**config.mk**
```make
export PLATFORM = sky130hd
export DESIGN_NAME = icedbg_core
export DESIGN_NICKNAME = d
export VERILOG_FILES = /design/src/rtl/icedbg_core.v /design/src/rtl/icedbg_bp_cmp.v
export VERILOG_INCLUDE_DIRS = /design/src /design/src/rtl
export SDC_FILE = /design/constraint.sdc
export NUM_CORES = 2
export LEC_CHECK = 0
export BUFFER_PORTS_ARGS = -buffer_cell sky130_fd_sc_hd__buf_2
export CORE_ASPECT_RATIO = 1.2
export CORE_MARGIN = 8
export CORE_UTILIZATION = 65
export DETAILED_ROUTE_END_ITERATION = 16
export PLACE_DENSITY = 0.82
export SLEW_MARGIN = 20
export SYNTH_ARGS = -nofsm -noshare
export SYNTH_HDL_FRONTEND = slang
export SYNTH_SLANG_ARGS = --single-unit
```
**constraint.sdc**
```tcl
create_clock -name clk -period 15 [get_ports clk]
set_input_delay 0.75 -clock clk [delete_from_list [all_inputs] [get_ports clk]]
set_output_delay 0.75 -clock clk [all_outputs]
set_load 0.05 [all_outputs]
```
**src/rtl/icedbg_regs.vh**
```
`ifndef ICEDBG_REGS_VH
`define ICEDBG_REGS_VH
// How it works
// Host memory overlays target in 4K segments
// Host ports overlay target in 16-port groups
// Host-owned regions are served by host
// Two breakpoints on mem/io read/write cycles
// Breakpoints optionally ANDed with stack/fetch/user
// Breakpoint hit stops emulation, enters interrogation
// Trace address, data, status of 44 cycles
// Count clock cycles since program start
// Multi-step stores status each cycle, continues
// Multi-step ends on breakpoint or command
// Clock from 2 MHz crystal or user clock
// Each breakpoint holds a 24-bit value
// 8-bit command and status registers
// Trace is circular and freezes on halt
// Cycle counter clears on start, holds halted
`define ICEDBG_CMD_OFS      8'h00
`define ICEDBG_STAT_OFS     8'h04
`define ICEDBG_MEMMAP_OFS   8'h08
`define ICEDBG_INMAP_OFS    8'h0c
`define ICEDBG_OUTMAP_OFS   8'h10
`define ICEDBG_BP0_OFS      8'h14
`define ICEDBG_BP1_OFS      8'h18
`define ICEDBG_CYC_OFS      8'h1c
`define ICEDBG_TRIDX_OFS    8'h20
`define ICEDBG_TRADDR_OFS   8'h24
`define ICEDBG_TRDATA_OFS   8'h28
`define ICEDBG_IRQST_OFS    8'h2c
`define ICEDBG_IRQEN_OFS    8'h30
`define ICEDBG_IRQCLR_OFS   8'h34
`define ICEDBG_CFG_OFS      8'h38
`define ICEDBG_CMD_RUN      8'h01
`define ICEDBG_CMD_STOP     8'h02
`define ICEDBG_CMD_STEP     8'h03
`define ICEDBG_CMD_MSTEP    8'h04
`define ICEDBG_CMD_CONT     8'h05
`define ICEDBG_TRACE_DEPTH  44
`define ICEDBG_SEG_LSB      12
`define ICEDBG_GRP_LSB      4
`define ICEDBG_BP_EN        23
`define ICEDBG_BP_CYC_LSB   16
`define ICEDBG_BP_QUAL_LSB  20
`define ICEDBG_XTAL_HZ      2000000
`define ICEDBG_CLK_HZ       125000000
`endif

```
**src/rtl/icedbg_core.v**
```verilog
// Added by the designer: the register offsets and the AXI4-Lite register port.
`include "icedbg_regs.vh"
module icedbg_core (
  input  wire        clk,
  input  wire        rst,
  input  wire [7:0]  awaddr,
  input  wire        awvalid,
  output wire        awready,
  input  wire [31:0] wdata,
  input  wire [3:0]  wstrb,
  input  wire        wvalid,
  output wire        wready,
  output reg  [1:0]  bresp,
  output reg         bvalid,
  input  wire        bready,
  input  wire [7:0]  araddr,
  input  wire        arvalid,
  output wire        arready,
  output reg  [31:0] rdata,
  output reg  [1:0]  rresp,
  output reg         rvalid,
  input  wire        rready,
  input  wire        cycDone,
  input  wire [15:0] cycAddr,
  input  wire [7:0]  cycData,
  input  wire [7:0]  cycStatus,
  input  wire [3:0]  cycKind,
  input  wire        stackOp,
  input  wire        opcodeFetchState,
  input  wire        userProbe,
  input  wire        swBreak,
  input  wire        xtalClkTick,
  input  wire        userClkTick,
  output wire        emuRun,
  output wire        emuClkTick,
  output wire        hostMemSel,
  output wire        hostIoSel,
  output wire        irq
);
  localparam [1:0] ST_HALT = 2'd0;
  localparam [1:0] ST_RUN  = 2'd1;
  localparam [1:0] ST_STEP = 2'd2;
  localparam [1:0] ST_MSTP = 2'd3;
  localparam integer DEPTH = `ICEDBG_TRACE_DEPTH;

  reg [1:0]  state_q;
  reg [7:0]  cmd_q;
  reg [15:0] memMap_q;
  reg [15:0] inMap_q;
  reg [15:0] outMap_q;
  reg [23:0] bp0_q;
  reg [23:0] bp1_q;
  reg        useUserClk_q;
  reg [31:0] cycCnt_q;
  reg [5:0]  wrPtr_q;
  reg [5:0]  fill_q;
  reg [5:0]  trIdx_q;
  reg [15:0] trAddr_q [0:DEPTH-1];
  reg [15:0] trDs_q   [0:DEPTH-1];
  reg [3:0]  irqSt_q;
  reg [3:0]  irqEn_q;
  reg [1:0]  bpHitLatch_q;
  reg        awHave_q;
  reg        wHave_q;
  reg [7:0]  awAddr_q;
  reg [31:0] wData_q;
  reg [3:0]  wStrb_q;

  wire [1:0] bpHit;
  wire       cmdWrite;
  wire       anyHit;
  wire       doWrite;
  wire       traceOn;
  wire [3:0] irqSet;
  wire [7:0] cmdByte;
  reg  [1:0] state_d;
  reg  [31:0] rd_d;
  reg        rdOk;

  function automatic mapHit;
    input [15:0] map;
    input [3:0]  sel;
    begin
      mapHit = map[sel];
    end
  endfunction

  icedbg_bp_cmp uBp0 (
    .bpValue          (bp0_q),
    .cycAddr          (cycAddr),
    .cycKind          (cycKind),
    .stackOp          (stackOp),
    .opcodeFetchState (opcodeFetchState),
    .userProbe        (userProbe),
    .hit              (bpHit[0])
  );
  icedbg_bp_cmp uBp1 (
    .bpValue          (bp1_q),
    .cycAddr          (cycAddr),
    .cycKind          (cycKind),
    .stackOp          (stackOp),
    .opcodeFetchState (opcodeFetchState),
    .userProbe        (userProbe),
    .hit              (bpHit[1])
  );

  // Region select is combinational so the host can steer the very cycle being decoded.
  assign hostMemSel = (cycKind[0] | cycKind[1]) &
                      mapHit(memMap_q, cycAddr[15:`ICEDBG_SEG_LSB]);
  assign hostIoSel  = (cycKind[2] & mapHit(inMap_q, cycAddr[7:`ICEDBG_GRP_LSB])) |
                      (cycKind[3] & mapHit(outMap_q, cycAddr[7:`ICEDBG_GRP_LSB]));
  assign emuClkTick = useUserClk_q ? userClkTick : xtalClkTick;
  assign emuRun     = (state_q != ST_HALT);

  assign awready  = ~awHave_q;
  assign wready   = ~wHave_q;
  assign arready  = ~rvalid;
  assign doWrite  = awHave_q & wHave_q & ~bvalid;
  assign cmdWrite = doWrite & (awAddr_q == `ICEDBG_CMD_OFS) & wStrb_q[0];
  assign cmdByte  = wData_q[7:0];
  assign anyHit   = cycDone & (|bpHit) & (state_q != ST_HALT);
  assign traceOn  = cycDone & (state_q != ST_HALT);
  assign irqSet   = {swBreak & (state_q == ST_MSTP), cycDone & (state_q == ST_STEP),
                     anyHit & bpHit[1], anyHit & bpHit[0]};
  assign irq      = |(irqSt_q & irqEn_q);

  always @* begin
    state_d = state_q;
    case (state_q)
      ST_HALT: begin
        if (cmdWrite && (cmdByte == `ICEDBG_CMD_RUN || cmdByte == `ICEDBG_CMD_CONT)) begin
          state_d = ST_RUN;
        end else if (cmdWrite && cmdByte == `ICEDBG_CMD_STEP) begin
          state_d = ST_STEP;
        end else if (cmdWrite && cmdByte == `ICEDBG_CMD_MSTEP) begin
          state_d = ST_MSTP;
        end
      end
      ST_RUN: begin
        if (anyHit || (cmdWrite && cmdByte == `ICEDBG_CMD_STOP)) begin
          state_d = ST_HALT;
        end
      end
      ST_STEP: begin
        if (cycDone) begin
          state_d = ST_HALT;
        end
      end
      ST_MSTP: begin
        // Hardware hits stop here too, a stricter reading than software breaks alone.
        if (swBreak || anyHit || (cmdWrite && cmdByte == `ICEDBG_CMD_STOP)) begin
          state_d = ST_HALT;
        end
      end
      default: state_d = ST_HALT;
    endcase
  end

  always @(posedge clk or posedge rst) begin
    if (rst) begin
      state_q  <= ST_HALT;
      cycCnt_q <= 32'h0000_0000;
      wrPtr_q  <= 6'h00;
      fill_q   <= 6'h00;
    end else begin
      state_q <= state_d;
      if (cmdWrite && state_q == ST_HALT && cmdByte == `ICEDBG_CMD_RUN) begin
        cycCnt_q <= 32'h0000_0000;
        fill_q   <= 6'h00;
      end else if (state_q != ST_HALT && emuClkTick) begin
        cycCnt_q <= cycCnt_q + 32'h0000_0001;
      end
      if (traceOn) begin
        wrPtr_q <= (wrPtr_q == DEPTH - 1) ? 6'h00 : wrPtr_q + 6'h01;
        if (fill_q != DEPTH) begin
          fill_q <= fill_q + 6'h01;
        end
      end
    end
  end

  genvar gi;
  generate
    for (gi = 0; gi < DEPTH; gi = gi + 1) begin : gTrace
      always @(posedge clk) begin
        if (traceOn && wrPtr_q == gi) begin
          trAddr_q[gi] <= cycAddr;
          trDs_q[gi]   <= {cycStatus, cycData};
        end
      end
    end
  endgenerate

  // Sticky status: a set in the same cycle as a clear wins.
  always @(posedge clk or posedge rst) begin
    if (rst) begin
      irqSt_q <= 4'h0;
    end else if (doWrite && awAddr_q == `ICEDBG_IRQCLR_OFS && wStrb_q[0]) begin
      irqSt_q <= (irqSt_q & ~wData_q[3:0]) | irqSet;
    end else begin
      irqSt_q <= irqSt_q | irqSet;
    end
  end

  always @(posedge clk or posedge rst) begin
    if (rst) begin
      awHave_q     <= 1'b0;
      wHave_q      <= 1'b0;
      awAddr_q     <= 8'h00;
      wData_q      <= 32'h0000_0000;
      wStrb_q      <= 4'h0;
      bvalid       <= 1'b0;
      bresp        <= 2'b00;
      cmd_q        <= 8'h00;
      memMap_q     <= 16'h0000;
      inMap_q      <= 16'h0000;
      outMap_q     <= 16'h0000;
      bp0_q        <= 24'h00_0000;
      bp1_q        <= 24'h00_0000;
      useUserClk_q <= 1'b0;
      trIdx_q      <= 6'h00;
      irqEn_q      <= 4'h0;
      bpHitLatch_q <= 2'b00;
    end else begin
      if (anyHit) begin
        bpHitLatch_q <= bpHit;
      end
      if (awvalid && !awHave_q) begin
        awHave_q <= 1'b1;
        awAddr_q <= awaddr;
      end
      if (wvalid && !wHave_q) begin
        wHave_q <= 1'b1;
        wData_q <= wdata;
        wStrb_q <= wstrb;
      end
      if (bvalid && bready) begin
        bvalid <= 1'b0;
      end
      if (doWrite) begin
        awHave_q <= 1'b0;
        wHave_q  <= 1'b0;
        bvalid   <= 1'b1;
        bresp    <= 2'b00;
        case (awAddr_q)
          `ICEDBG_CMD_OFS:    if (wStrb_q[0]) cmd_q <= wData_q[7:0];
          `ICEDBG_MEMMAP_OFS: memMap_q <= wData_q[15:0];
          `ICEDBG_INMAP_OFS:  inMap_q  <= wData_q[15:0];
          `ICEDBG_OUTMAP_OFS: outMap_q <= wData_q[15:0];
          `ICEDBG_BP0_OFS:    bp0_q    <= wData_q[23:0];
          `ICEDBG_BP1_OFS:    bp1_q    <= wData_q[23:0];
          `ICEDBG_TRIDX_OFS:  trIdx_q  <= wData_q[5:0];
          `ICEDBG_IRQEN_OFS:  irqEn_q  <= wData_q[3:0];
          `ICEDBG_CFG_OFS:    useUserClk_q <= wData_q[0];
          `ICEDBG_IRQCLR_OFS: bresp <= 2'b00;
          default:            bresp <= 2'b10;
        endcase
      end
    end
  end

  // Trace index 0 is the newest entry, counting back in time.
  // The sum is eight bits wide so that the largest write pointer cannot wrap it.
  wire [7:0] backSum = {2'b00, wrPtr_q} + 8'd87 - {2'b00, trIdx_q};
  wire [7:0] slotW   = (backSum >= 8'd88) ? backSum - 8'd88 :
                       (backSum >= 8'd44) ? backSum - 8'd44 : backSum;
  wire [5:0] rdSlot  = slotW[5:0];

  always @* begin
    rd_d = 32'h0000_0000;
    rdOk = 1'b1;
    case (araddr)
      `ICEDBG_CMD_OFS:    rd_d = {24'h00_0000, cmd_q};
      `ICEDBG_STAT_OFS:   rd_d = {24'h00_0000, fill_q == DEPTH, bpHitLatch_q,
                                  useUserClk_q, 2'b00, state_q};
      `ICEDBG_MEMMAP_OFS: rd_d = {16'h0000, memMap_q};
      `ICEDBG_INMAP_OFS:  rd_d = {16'h0000, inMap_q};
      `ICEDBG_OUTMAP_OFS: rd_d = {16'h0000, outMap_q};
      `ICEDBG_BP0_OFS:    rd_d = {8'h00, bp0_q};
      `ICEDBG_BP1_OFS:    rd_d = {8'h00, bp1_q};
      `ICEDBG_CYC_OFS:    rd_d = cycCnt_q;
      `ICEDBG_TRIDX_OFS:  rd_d = {26'h000_0000, trIdx_q};
      `ICEDBG_TRADDR_OFS: rd_d = (trIdx_q < fill_q) ? {16'h0000, trAddr_q[rdSlot]} :
                                 32'h0000_0000;
      `ICEDBG_TRDATA_OFS: rd_d = (trIdx_q < fill_q) ? {16'h0000, trDs_q[rdSlot]} :
                                 32'h0000_0000;
      `ICEDBG_IRQST_OFS:  rd_d = {28'h000_0000, irqSt_q};
      `ICEDBG_IRQEN_OFS:  rd_d = {28'h000_0000, irqEn_q};
      `ICEDBG_IRQCLR_OFS: rd_d = 32'h0000_0000;
      `ICEDBG_CFG_OFS:    rd_d = {31'h0000_0000, useUserClk_q};
      default:            rdOk = 1'b0;
    endcase
  end

  always @(posedge clk or posedge rst) begin
    if (rst) begin
      rvalid <= 1'b0;
      rdata  <= 32'h0000_0000;
      rresp  <= 2'b00;
    end else if (arvalid && !rvalid) begin
      rvalid <= 1'b1;
      rdata  <= rd_d;
      rresp  <= rdOk ? 2'b00 : 2'b10;
    end else if (rvalid && rready) begin
      rvalid <= 1'b0;
    end
  end
endmodule

```
**src/rtl/icedbg_bp_cmp.v**
```verilog
`include "icedbg_regs.vh"
module icedbg_bp_cmp (
  input  wire [23:0] bpValue,
  input  wire [15:0] cycAddr,
  input  wire [3:0]  cycKind,
  input  wire        stackOp,
  input  wire        opcodeFetchState,
  input  wire        userProbe,
  output wire        hit
);
  // Bits 15:0 address, 19:16 cycle kinds (mem rd, mem wr, io rd, io wr), 22:20 qualifiers.
  wire [3:0] kindSel;
  wire [2:0] qualSel;
  wire       kindOk;
  wire       qualOk;
  assign kindSel = bpValue[`ICEDBG_BP_CYC_LSB+3:`ICEDBG_BP_CYC_LSB];
  assign qualSel = bpValue[`ICEDBG_BP_QUAL_LSB+2:`ICEDBG_BP_QUAL_LSB];
  assign kindOk  = |(kindSel & cycKind);
  assign qualOk  = (~qualSel[0] | stackOp) & (~qualSel[1] | opcodeFetchState) &
                   (~qualSel[2] | userProbe);
  assign hit     = bpValue[`ICEDBG_BP_EN] & kindOk & qualOk & (bpValue[15:0] == cycAddr);
endmodule

```
==> reports/results.ini <==
[synthesis]
syn_area_um2=66300
avgSynthCellArea_um2=18.9
yosys_warnings=0
async_reset_ff_frac=0.145
synth-edff-count=1408
ys_ff_latch=1646
synthDistinctLibCells=91
synth_flop_cell=edfxtp_1
synth_cells=3516
seq_area_frac_synth=0.727

[sta]
skew_ns=0.0201
worstMarginPinSlew_ns=1.22
hold_violations=0
grt_setup_unrepaired=false
slew_viol_final=0
setup_violations=0
min_period_over_period=0.421
clock.fmax_mhz=158
tns_ns=0
slew_headroom=0.187
period_needed_ns=6.31

[pwr]
p_leak_nw=25.2
power_mw=13.8
irDropWorstVdd_v=0.000317
p_per_area_nw_per_um2=187

[global_routing]
grt_pass1_wl_mm=272
grt_max_degree=137
grt_pass1_vias=39400
grt.total_usage=0.337
antenna_found_initial=15
gr-total-overflow=0

[cts]
cts_sinks=1646
postCtsHoldBufs=0
cts_tree=built
cts-buffers-inserted=150
worstSkewPairLatency_ns=0.79
cts_resized=0
htreeDepth=4
clockBufferDepth=3
cts-root-buf=clkbuf_16
post_cts_buffers=0
clk_pin_slew_ns=0.07

[routing]
dr.pass1.iters=8
dr_total_vias=38800
vias_per_cell=7.44
postRouteAntennaNets=0
drt_wl_total_mm=191
drt-initial-drc-count=6477
wl_per_cell_um=36.6
route.detailed.drc=0

[die]
dieArea_um2=113000
die_h_um=366
die_w_um=308
rows=128
io_pins=148
coreArea_um2=101000
initial_core_util=0.654

[critical_path]
rrSetupSlack_ns=8.69
crit_type=register to register
crit_chain=inv_1 -> ha_1 -> ha_4 -> fa_1 -> xor2_4 -> ha_1 -> nor3b_1 -> a2bb2oi_2 -> o21ai_2 -> a21bo_4 -> and3b_1 -> nor2_4 -> buf_4 -> buf_4 -> nand2_1 -> a2bb2oi_1 -> o2111ai_1 -> a32oi_1
critPathBufInv=3
cp_top_family=compound AO/OA/AOI/OAI gates
worstPathRequired_ns=15.63
setup.worst_path.start=trIdx_q[1]$_DFFE_PP0P_
worst_r2r_endpoint=rdata[14]$_DFFE_PP0P_
arrival_ns=6.94
reg2reg_from=trIdx_q[1]$_DFFE_PP0P_
cp-start-kind=register
crit_path_max_incr_delay_ns=0.67
end_kind=register
worst-path-stages=18
setup.worst_path.end=rdata[14]$_DFFE_PP0P_
ff2ff_path_depth=18
slowest_stage=nor2_4
worstPathMaxFanout=40

[cells_and_area]
nNetsFinal=3849
final_common_cell=edfxtp_1
final_cell_mix=edfxtp_1, mux4_2, dfrtp_1
drive_above_1_share=0.279
syn2layout_area_growth_pct=11.6

[placed_design]
hpwl_mm=100
io_buffer_count=134
gp_congestion=0.935

[flow_run]
max_cap_viol_count=0

[min_path]
hp-class=input port to async pin

[status]
status=finished clean

-- where the power goes --
group | internal (mW) | leakage (nW) | switching [mW]
clock network | 2.16 | 2.39 | 1.72
registers | 5.10 | 15.8 | 0.190
logic | 1.72 | 6.97 | 2.92
-- cell type report --
type / instances / area (um2)
diodes: 8 / 20.0
clock buffers: 192 / 4080
clock inverters: 83 / 801
fillers: 5420 / 27400
inverters: 35 / 139
multi-input cells: 1650 / 17500
flip-flops and latches: 1646 / 48200
well taps: 1365 / 1710
repair buffers: 236 / 1500
-- registers in the layout (all words and copies together) (netlist names), 2 cells and up --
name / cells
bp1_q: 24
trDs_q: 704
trIdx_q: 6
irqEn_q: 4
memMap_q: 16
cycCnt_q: 32
bpHitLatch_q: 2
rdata: 32
trAddr_q: 704
wData_q: 24
awAddr_q: 8
fill_q: 6
bp0_q: 24
cmd_q: 8
outMap_q: 16
irqSt_q: 4
wrPtr_q: 6
inMap_q: 16
state_q: 2
-- logic make-up (layout without fill, tap and decap cells) --
group                    count (synthesis)  count (layout)  share of synthesized area
AO/OA/AOI/OAI                          389             389                     0.0431
XOR/XNOR                                73              73                    0.00992
adder cells (fa/ha/maj)                 28              28                    0.00539
buffers and inverters                  221             546                     0.0145
flip-flops                            1646            1646                      0.727
multiplexers                           579             579                      0.160
other                                    1              10                  0.0000565
AND/OR/NAND/NOR                        579             579                     0.0403
-- synthesized netlist by cell type (11+ instances only) --
master / number / area [um2]
a2111oi_0: 16 / 140
a211oi_1: 16 / 120
a21oi_1: 43 / 215
a221oi_1: 12 / 105
a22o_1: 24 / 210
a22oi_1: 46 / 345
a31oi_1: 32 / 200
and3_1: 33 / 206
buf_1: 19 / 71.3
buf_2: 45 / 225
buf_4: 18 / 135
clkbuf_1: 103 / 387
dfrtp_1: 238 / 5960
edfxtp_1: 1408 / 42300
ha_1: 27 / 338
inv_1: 35 / 131
mux2_2: 155 / 1750
mux2i_1: 54 / 541
mux4_2: 367 / 8270
nand2_1: 224 / 841
nand2b_1: 11 / 68.8
nand3_1: 74 / 370
nand4_1: 22 / 138
nor2_1: 131 / 492
nor3_1: 18 / 90.1
nor4_1: 19 / 119
o21ai_0: 69 / 345
xnor2_1: 24 / 210
xor2_1: 48 / 420
-- metrics by stage --
stage	util	std cells	worst slack, ns	area, um2	hold WS [ns]
2_1_floorplan	-	3517	7.72	66300	0.439
3_3_place_gp	0.682	4932	9.03	69100	0.454
3_5_place_dp	0.682	4932	8.96	69100	0.465
4_1_cts	0.730	5207	8.81	74000	0.106
5_1_grt	0.730	5208	8.67	74000	0.108
6_report	0.730	5215	8.69	74000	0.112
-- routing by layer --
metal / part of all wire / vias to the layer above / GRT usage
li1: - / 14700 / -
met1: 0.32 / 19500 / 0.406
met2: 0.47 / 3633 / 0.531
met3: 0.13 / 952 / 0.0980
met4: 0.081 / 6 / 0.219
met5: 0.00021 / - / 0
-- worst min-delay path by stage --
| stage | startpoint | to | slack [ns] | depth (start not counted) |
|---|---|---|---|---|
| 2_1_floorplan | bpHitLatch_q[0]$_DFFE_PP0P_ | bpHitLatch_q[0]$_DFFE_PP0P_ | 0.44 | 2 |
| 3_3_place_gp | bpHitLatch_q[0]$_DFFE_PP0P_ | bpHitLatch_q[0]$_DFFE_PP0P_ | 0.45 | 2 |
| 3_5_place_dp | rdata[17]$_DFFE_PP0P_ | rdata[17]$_DFFE_PP0P_ | 0.47 | 2 |
| 4_1_cts | bready | bvalid$_DFFE_PP0P_ | 0.11 | 2 |
| 5_1_grt | bready | bvalid$_DFFE_PP0P_ | 0.11 | 2 |
| 6_report | rst | wData_q[1]$_DFFE_PP0P_ | 0.11 | 2 |
(Power assumes the default switching activity.)
